<file path="src/dvo_pkg.sv">
// Constants, field layouts and types of the divider square-wave output block
package dvo_pkg;

   // ==========================================================================
   // Register map (byte addresses on APB)
   localparam logic [11:0] DVO_CTRL_OFFSET = 12'h038;
   localparam logic [11:0] DVO_STATUS_OFFSET = 12'h03C;

   // ==========================================================================
   // Control register fields and reset value
   localparam int DVO_EN_BIT = 2;
   localparam int DVO_SEL_HI = 1;
   localparam int DVO_SEL_LO = 0;
   localparam logic [7:0] DVO_CTRL_RESET = 8'h00;

   // ==========================================================================
   // Status register fields
   localparam int DVO_STAT_PIN_BIT = 0;
   localparam int DVO_STAT_LF_BIT = 1;
   localparam int DVO_STAT_DEEP_BIT = 2;

   // ==========================================================================
   // Prescaler widths and tap positions
   localparam int DVO_GEAR_WIDTH = 12;
   localparam int DVO_LF_WIDTH = 5;
   localparam int DVO_GEAR_TAP_BASE = 11;
   localparam int DVO_LF_TAP_BASE = 4;
   localparam logic [DVO_GEAR_WIDTH-1:0] DVO_GEAR_RESET = 12'h000;
   localparam logic [DVO_LF_WIDTH-1:0] DVO_LF_RESET = 5'h00;
   localparam logic [1:0] DVO_SEL_RESERVED = 2'h3;

   // ==========================================================================
   // Types
   typedef struct packed {
      logic en;
      logic [1:0] sel;
   } dvo_ctrl_t;

   localparam dvo_ctrl_t DVO_CTRL_INIT = '{en: 1'b0, sel: 2'h0};

   typedef enum logic [6:0] {
      DVO_MODE_NORMAL = 7'h01,
      DVO_MODE_IDLE = 7'h02,
      DVO_MODE_SLOW = 7'h04,
      DVO_MODE_LIGHT_SLEEP = 7'h08,
      DVO_MODE_STOP = 7'h10,
      DVO_MODE_DEEP_IDLE = 7'h20,
      DVO_MODE_DEEP_SLEEP = 7'h40
   } dvo_mode_t;

endpackage

</file>
<file path="src/dvo_sync.sv">
// Two-stage synchroniser for one level
`timescale 1ns/10ps
module dvo_sync (
   // Clock and reset
   input wire logic pclk,
   input wire logic presetn,
   // Level in and synchronised level out
   input wire logic din,
   output logic dout
);

   logic meta_reg;

   // First stage feeds only the second stage
   always_ff @(posedge pclk or negedge presetn) begin
      if (!presetn) begin
         meta_reg <= 1'b0;
         dout <= 1'b0;
      end else begin
         meta_reg <= din;
         dout <= meta_reg;
      end
   end

endmodule

</file>
<file path="src/dvo_top.sv">
// Divider square-wave output with APB control register
//
// Design decision made here: the APB interface to the registers.
`timescale 1ns/10ps
module dvo_top
   import dvo_pkg::*;
(
   // Clock and reset
   input wire logic pclk,
   input wire logic presetn,
   // APB slave
   input wire logic psel,
   input wire logic penable,
   input wire logic pwrite,
   input wire logic [11:0] paddr,
   input wire logic [31:0] pwdata,
   input wire logic [3:0] pstrb,
   output logic [31:0] prdata,
   output logic pready,
   output logic pslverr,
   // System controller status
   input wire dvo_mode_t power_mode,
   input wire logic low_freq_source_select,
   input wire logic low_frequency_clock,
   // Buzzer pin, active low
   output logic buzzer_pin_n
);

   // ==========================================================================
   // Declarations
   dvo_ctrl_t ctrl_reg;
   dvo_ctrl_t ctrl_next;
   logic [DVO_GEAR_WIDTH-1:0] gear_cnt_reg;
   logic [DVO_LF_WIDTH-1:0] lf_cnt_reg;
   logic lf_sync;
   logic lf_prev_reg;
   logic lf_rise;
   logic deep_prev_reg;
   logic in_deep;
   logic deep_entry;
   logic lf_mode;
   logic use_lf;
   logic tap;
   logic tap_valid;
   logic pin_reg;
   logic pin_next;
   logic setup_phase;
   logic access_done;
   logic hit_ctrl;
   logic hit_status;
   logic write_ctrl;
   logic [31:0] rdata_next;
   logic [31:0] prdata_reg;
   logic pready_reg;
   logic pslverr_reg;

   // ==========================================================================
   // Low-frequency clock synchronisation
   // Sampled as a level; rising edges counted in the pclk domain
   dvo_sync u_lf_sync (
      .pclk(pclk),
      .presetn(presetn),
      .din(low_frequency_clock),
      .dout(lf_sync)
   );

   // Edge history, read from the second stage only
   always_ff @(posedge pclk or negedge presetn) begin
      if (!presetn) begin
         lf_prev_reg <= 1'b0;
      end else begin
         lf_prev_reg <= lf_sync;
      end
   end

   assign lf_rise = lf_sync & ~lf_prev_reg;

   // ==========================================================================
   // Free-running prescalers
   // Gear prescaler counts every pclk edge
   always_ff @(posedge pclk or negedge presetn) begin
      if (!presetn) begin
         gear_cnt_reg <= DVO_GEAR_RESET;
      end else begin
         gear_cnt_reg <= gear_cnt_reg + 12'h001;
      end
   end

   // Low-frequency prescaler counts synchronised rising edges
   always_ff @(posedge pclk or negedge presetn) begin
      if (!presetn) begin
         lf_cnt_reg <= DVO_LF_RESET;
      end else if (lf_rise) begin
         lf_cnt_reg <= lf_cnt_reg + 5'h01;
      end
   end

   // ==========================================================================
   // Operating mode decode
   // Classify the system mode into source and deep-mode flags
   always_comb begin
      in_deep = 1'b0;
      lf_mode = 1'b0;
      unique case (power_mode)
         DVO_MODE_NORMAL, DVO_MODE_IDLE: begin
            lf_mode = 1'b0;
         end
         DVO_MODE_SLOW, DVO_MODE_LIGHT_SLEEP: begin
            lf_mode = 1'b1;
         end
         DVO_MODE_STOP, DVO_MODE_DEEP_IDLE, DVO_MODE_DEEP_SLEEP: begin
            in_deep = 1'b1;
         end
         default: begin
            in_deep = 1'b1;
         end
      endcase
   end

   // Remember deep state to find the entry edge
   always_ff @(posedge pclk or negedge presetn) begin
      if (!presetn) begin
         deep_prev_reg <= 1'b0;
      end else begin
         deep_prev_reg <= in_deep;
      end
   end

   assign deep_entry = in_deep & ~deep_prev_reg;
   assign use_lf = low_freq_source_select | lf_mode;

   // ==========================================================================
   // Tap selection
   // Bit n of a counter toggles every 2^n counts, period 2^(n+1)
   always_comb begin
      tap = 1'b0;
      tap_valid = 1'b1;
      if (use_lf) begin
         if (ctrl_reg.sel == DVO_SEL_RESERVED) begin
            tap_valid = 1'b0;
         end else begin
            tap = lf_cnt_reg[DVO_LF_TAP_BASE - int'(ctrl_reg.sel)];
         end
      end else begin
         tap = gear_cnt_reg[DVO_GEAR_TAP_BASE - int'(ctrl_reg.sel)];
      end
   end

   // ==========================================================================
   // APB decode
   assign setup_phase = psel & ~penable;
   assign access_done = psel & penable & pready_reg;
   assign hit_ctrl = (paddr == DVO_CTRL_OFFSET);
   assign hit_status = (paddr == DVO_STATUS_OFFSET);
   assign write_ctrl = access_done & pwrite & hit_ctrl & pstrb[0];

   // Read data built during setup
   always_comb begin
      rdata_next = 32'h0000_0000;
      if (hit_ctrl) begin
         rdata_next[DVO_EN_BIT] = ctrl_reg.en;
         rdata_next[DVO_SEL_HI:DVO_SEL_LO] = ctrl_reg.sel;
      end else if (hit_status) begin
         rdata_next[DVO_STAT_PIN_BIT] = pin_reg;
         rdata_next[DVO_STAT_LF_BIT] = use_lf;
         rdata_next[DVO_STAT_DEEP_BIT] = in_deep;
      end
   end

   // Answer registered in setup, shown in the single access cycle
   always_ff @(posedge pclk or negedge presetn) begin
      if (!presetn) begin
         pready_reg <= 1'b0;
         pslverr_reg <= 1'b0;
         prdata_reg <= 32'h0000_0000;
      end else begin
         pready_reg <= setup_phase;
         if (setup_phase) begin
            pslverr_reg <= ~(hit_ctrl | (hit_status & ~pwrite));
            prdata_reg <= pwrite ? 32'h0000_0000 : rdata_next;
         end else begin
            pslverr_reg <= 1'b0;
         end
      end
   end

   // ==========================================================================
   // Control register
   // Software write, then deep-mode entry forces enable low
   always_comb begin
      ctrl_next = ctrl_reg;
      if (write_ctrl) begin
         ctrl_next.en = pwdata[DVO_EN_BIT];
         ctrl_next.sel = pwdata[DVO_SEL_HI:DVO_SEL_LO];
      end
      if (deep_entry) begin
         ctrl_next.en = 1'b0;
      end
   end

   // Control storage
   always_ff @(posedge pclk or negedge presetn) begin
      if (!presetn) begin
         ctrl_reg <= DVO_CTRL_INIT;
      end else begin
         ctrl_reg <= ctrl_next;
      end
   end

   // ==========================================================================
   // Output pin
   // Inverted tap while enabled, outside deep modes and with a valid tap, high otherwise; cut short on disable
   always_comb begin
      pin_next = 1'b1;
      if (ctrl_reg.en && !in_deep && tap_valid) begin
         pin_next = ~tap;
      end
   end

   // Pin flop
   always_ff @(posedge pclk or negedge presetn) begin
      if (!presetn) begin
         pin_reg <= 1'b1;
      end else begin
         pin_reg <= pin_next;
      end
   end

   // Outputs straight from flops
   assign buzzer_pin_n = pin_reg;
   assign prdata = prdata_reg;
   assign pready = pready_reg;
   assign pslverr = pslverr_reg;

   // ==========================================================================
   // Assertions
   a_pin_idle_high: assert property (
      @(posedge pclk) disable iff (!presetn)
      !ctrl_reg.en |=> pin_reg)
      else $error("pin not high while disabled");

   a_deep_clear_en: assert property (
      @(posedge pclk) disable iff (!presetn)
      deep_entry |=> !ctrl_reg.en ##1 pin_reg)
      else $error("deep entry did not clear enable");

   a_deep_keep_sel: assert property (
      @(posedge pclk) disable iff (!presetn)
      deep_entry && !write_ctrl |=> $stable(ctrl_reg.sel))
      else $error("deep entry changed select");

   a_prescaler_runs: assert property (
      @(posedge pclk) disable iff (!presetn)
      !ctrl_reg.en |=> gear_cnt_reg == $past(gear_cnt_reg) + 12'h001)
      else $error("gear prescaler stalled");

   a_pin_follows_tap: assert property (
      @(posedge pclk) disable iff (!presetn)
      ctrl_reg.en && !in_deep && tap_valid |=> pin_reg == !$past(tap))
      else $error("pin does not follow tap");

   a_gear_tap_sel: assert property (
      @(posedge pclk) disable iff (!presetn)
      !use_lf && ctrl_reg.sel == 2'h0 |-> tap == gear_cnt_reg[11])
      else $error("wrong gear tap");

   a_lf_tap_sel: assert property (
      @(posedge pclk) disable iff (!presetn)
      use_lf && ctrl_reg.sel == 2'h2 |-> tap == lf_cnt_reg[2])
      else $error("wrong low-frequency tap");

   a_lf_reserved_high: assert property (
      @(posedge pclk) disable iff (!presetn)
      use_lf && ctrl_reg.sel == 2'h3 |=> pin_reg)
      else $error("reserved code drove the pin");

   a_lf_count_edge: assert property (
      @(posedge pclk) disable iff (!presetn)
      !lf_rise |=> $stable(lf_cnt_reg))
      else $error("low-frequency count moved without edge");

   a_read_upper_zero: assert property (
      @(posedge pclk) disable iff (!presetn)
      setup_phase && hit_ctrl |=> prdata_reg[31:3] == 29'h0)
      else $error("upper control bits not zero");

   a_apb_one_wait: assert property (
      @(posedge pclk) disable iff (!presetn)
      setup_phase |=> pready_reg ##1 !pready_reg)
      else $error("pready timing wrong");

   a_write_takes: assert property (
      @(posedge pclk) disable iff (!presetn)
      write_ctrl && !deep_entry |=> ctrl_reg.en == $past(pwdata[2]))
      else $error("enable write lost");

   a_deep_pin_high: assert property (
      @(posedge pclk) disable iff (!presetn)
      in_deep |=> pin_reg)
      else $error("pin not high in deep mode");

   a_deep_wins_write: assert property (
      @(posedge pclk) disable iff (!presetn)
      deep_entry && write_ctrl |=> !ctrl_reg.en && ctrl_reg.sel == $past(pwdata[1:0]))
      else $error("deep entry lost to software write");

   a_ctrl_holds: assert property (
      @(posedge pclk) disable iff (!presetn)
      !write_ctrl && !deep_entry |=> $stable(ctrl_reg))
      else $error("control changed without write");

   a_strobe_ignored: assert property (
      @(posedge pclk) disable iff (!presetn)
      access_done && pwrite && hit_ctrl && !pstrb[0] && !deep_entry |=> $stable(ctrl_reg))
      else $error("write without strobe landed");

   a_gear_tap_fast: assert property (
      @(posedge pclk) disable iff (!presetn)
      !use_lf && ctrl_reg.sel == 2'h3 |-> tap == gear_cnt_reg[8])
      else $error("wrong fast gear tap");

   a_lf_tap_slow: assert property (
      @(posedge pclk) disable iff (!presetn)
      use_lf && ctrl_reg.sel == 2'h0 |-> tap == lf_cnt_reg[4])
      else $error("wrong slow low-frequency tap");

   a_bad_addr_err: assert property (
      @(posedge pclk) disable iff (!presetn)
      setup_phase && !hit_ctrl && !hit_status |=> pslverr_reg && prdata_reg == 32'h0000_0000)
      else $error("unmapped access not refused");

   a_status_write_err: assert property (
      @(posedge pclk) disable iff (!presetn)
      setup_phase && hit_status && pwrite |=> pslverr_reg)
      else $error("status write not refused");

endmodule
</file>
<file path="config.mk">
export PLATFORM = sky130hd
export DESIGN_NAME = dvo_top
export DESIGN_NICKNAME = d
export VERILOG_FILES = /design/src/dvo_pkg.sv /design/src/dvo_sync.sv /design/src/dvo_top.sv
export SDC_FILE = /design/constraint.sdc
export NUM_CORES = 1
export LEC_CHECK = 0
export ABC_CLOCK_PERIOD_IN_PS = 3200
export BUFFER_PORTS_ARGS = -buffer_cell sky130_fd_sc_hd__buf_2
export CORE_UTILIZATION = 46
export DETAILED_ROUTE_END_ITERATION = 8
export PLACE_DENSITY = 0.87
export SLEW_MARGIN = 20
export SYNTH_ARGS = -nofsm -noshare
export SYNTH_HDL_FRONTEND = slang
export SYNTH_HIERARCHICAL = 1
export SYNTH_SLANG_ARGS = --single-unit
export TNS_END_PERCENT = 50
</file>
<file path="constraint.sdc">
create_clock -name pclk -period 3.2 [get_ports pclk]
set_input_delay 0.64 -clock pclk [delete_from_list [all_inputs] [get_ports pclk]]
set_output_delay 0.64 -clock pclk [all_outputs]
set_load 0.005 [all_outputs]
</file>
==> summary.md <==
| Metric | Value |
|---|---|
| Synth Instances | 149 |
| Post-synth top area share | 44.4% |
| Status | complete, no violations |
| Slew Viols, Final | 0 |
| Core area | 3360 um^2 |
| Met2 GRT Util | 28.3% |
| CTS tree | built |
| Data arrival, critical path | 2020 ps |
| Vias in the first global route | 994 |
| Worst EP required | 3460 ps |
| Worst Path Class, Setup | register to register |
| Slowest CP cell | dfrtp_1 |
| Slew headroom | a little under three fifths |
| Initial Utilization | between 40% and 50% |
| Post-route ant nets | 0 |
| 1st-iter DRT viols | 52 |
| Clock Tree Buf Depth | 2 |
| Final hold violation count | 0 |
| Worst R2R End | buzzer_pin_n |
| GPL Wtd Cong | between 0.7 and 0.8 |
| Worst Clk Skew | 12.0 ps |
| Yosys warnings | 6 |
| Synth area leader | dfrtp_1 |
| Global route hottest layer | met2 |
| Clock Latency Late Sink | 330 ps |
| Drt pass-1 iters | 4 |
| Worst-Margin Slew | 644 ps |
| HPWL after DPL | 2.06 mm |
| Pint | 0.579 mW |
| Clock Sinks | 30 |
| Area Growth Syn to Fin | 10.3% |
| Max Fclk | roughly 0.57 GHz |
| Net Switching | roughly 0.21 mW |
| First-pass GRT wire length | between 4 and 5 mm |
| Ys flop type | dfrtp_1 |
| Max Cap Viol | 0 |
| Sequential share of power | 56.4% |
| Mean post-synth cell area | around 11 um^2 |
| Fin cells | 236 |
| Commonest non-fill, non-tap cell in the layout | buf_2 |
| Num ports | 97 |
| Reg2reg path depth | 5 |
| CP Cell Sequence | inv_1, ha_1, or3_1, a311oi_1, o211ai_1 |
| Hold crit path type | primary input to asynchronous set/reset pin |
| Switching share of total power | between 20% and 30% |
| CP top delay family | flip-flops |
| Area share of fa/ha/maj cells after synthesis | around 3.1% |
| Maximum VDD drop | 0.289 mV |
| Clock transition at path regs | 100 ps |
| Mux cell area share after synthesis | 6.05% |
| Pwr Density | 439 nW/um^2 |
| RR Startpoint | ctrl_reg[0] |
| Drt via density | 4.69 |
| Vias | approximately 1.1k |
| Unique masters post-synth | 38 |
| Xor/xnor share of the synthesized area | under 10% |
| Async S/R FF share, synth | 100% |
| Total grt overflow | 0 |
| Flops & latches, synth | 30 |
| Fraction of layout cells with a size suffix above 1 | 28.4% |
| Grt met1 use | 16.2% |
| Final-stage net count | 255 |
| Grt met3 use | 4.62% |
| Final setup TNS | 0 ps |
| Resize count post-CTS | 0 |
| Worst Setup End Kind | register |
| Drc violations | 0 |
| I/O Buffers | 35 |
| Final Critical Period | 1760 ps |
| Final period util | a little under three fifths |
| Startpoint Class | register |
| Largest family of logic cells by synthesized area | buffers and inverters |
| Setup Fix Bufs, Post-CTS | 0 |
| Post-synthesis compound-gate area fraction | 6.13% |
| Ant diodes | 0 |
| Max Fanout on Critical Path | 7 |
| Number of synthesized flops with an enable pin | 0 |
| Setup slack on the worst flop-to-flop path | 1440 ps |
| Post-CTS Hold Buffers | 0 |
| Clock power share | 29.7% |
| Area contributors post-synth | dfrtp_1, buf_4, xnor2_1 |
| Combinational Power Share | 13.9% |
| Post-Route WL | 2.68 mm |
| RSZ-0062 raised after global routing | false |
| Total CTS buffers | 5 |
| Aggregate global-route resource usage | 15.6% |
| Clock root buffer | clkbuf_4 |
| Initial antenna violation count | 0 |
| Static Leak | 0.878 nW |
| Wirelength per Cell | 11.3 um |
| Slowest cell delay on critical path | 510 ps |
| Finish-stage setup viols | 0 |
| Fillers | 325 |
| Die X | 61.6 um |
| Mapped Area | 1630 um^2 |
| Worst path bufs/invs | 1 |
| Largest register FFs | 12 |
| Die H | 61.6 um |
| CTS H-tree depth | 2 |
| Commonest cells after routing, fill and taps aside | buf_2, conb_1, dfrtp_1, xnor2_1, nand2_1 |
| Synth Area in Simple Gates | 15.0% |
| Largest net degree at the start of global routing | 31 |
| Dpl cells | between 200 and 250 |
| # rows | 21 |
| Die area | 3790 um^2 |
| Seq/Total Area, Yosys | a little under half |
==> synth_stat cells, types with 2 or more instances <==
cell type	n
mux2_2	5
o211ai_1	2
dfrtp_1	29
o21ai_0	3
inv_1	6
and3_1	2
xor2_1	5
xnor2_1	10
mux2i_1	2
nand2_1	10
a21oi_1	2
ha_1	4
buf_4	29
nor3_1	3
nor2_1	4
nand3_1	5
nand4_1	7
==> worst max path at each step <==
stage | end | startpoint | depth (start not counted)
floorplan | ctrl_reg[2] | power_mode[0] | 4
global placement | ctrl_reg[0] | paddr[9] | 5
detailed placement | prdata[1] | power_mode[5] | 5
CTS | buzzer_pin_n | ctrl_reg[0] | 5
global route | buzzer_pin_n | ctrl_reg[0] | 5
finish | buzzer_pin_n | ctrl_reg[0] | 5
==> cells by family after synthesis <==
| kind of cell | after synthesis |
|---|---|
| AO/OA/AOI/OAI | 13 |
| XOR/XNOR | 15 |
| adder cells (fa/ha/maj) | 4 |
| buffers and inverters | 36 |
| flip-flops | 30 |
| multiplexers | 8 |
| other | 1 |
| AND/OR/NAND/NOR | 42 |
==> worst reg2reg max path, cell delays in order, from the launching register on <==
cell and delay (ps):
dfrtp_1 510, inv_1 100, ha_1 320, or3_1 380, a311oi_1 270, o211ai_1 110
==> routing by layer <==
metal	routed length (um)	part of all wire [%]
met1	1040	39
met2	1430	53
met3	160	6.0
met4	42	1.6
met5	0	0
==> power groups by stage <==
stage               sequential, mW  combinational (mW)  clock (mW)
floorplan                    0.447              0.0985           0
global placement             0.453               0.106           0
CTS                          0.446               0.112       0.247
finish                       0.446               0.110       0.235
detailed placement           0.453               0.113           0
global route                 0.453               0.130       0.258
==> cell type report <==
cell class | instances | area, um^2 | share of cell area, %
clock inverter | 1 | 5.00 | 0.278
clock buffer | 7 | 55.1 | 3.06
timing repair buffer | 35 | 175 | 9.72
sequential | 30 | 752 | 41.7
multi-input combinational | 111 | 734 | 40.8
tap | 46 | 57.6 | 3.19
inverter | 6 | 22.5 | 1.25
==> metrics by stage <==
step	power [mW]	util (%)	setup WS (ps)	instance area [um^2]	hold slack, ps
2_1_floorplan	0.545	-	1590	1740	331
3_3_place_gp	0.559	51.8	1380	1740	334
3_5_place_dp	0.565	51.8	1300	1740	337
4_1_cts	0.805	53.6	1420	1800	332
5_1_grt	0.842	53.6	1340	1800	360
6_report	0.792	53.6	1440	1800	317
Note: power is estimated with default switching activity, not from simulation.
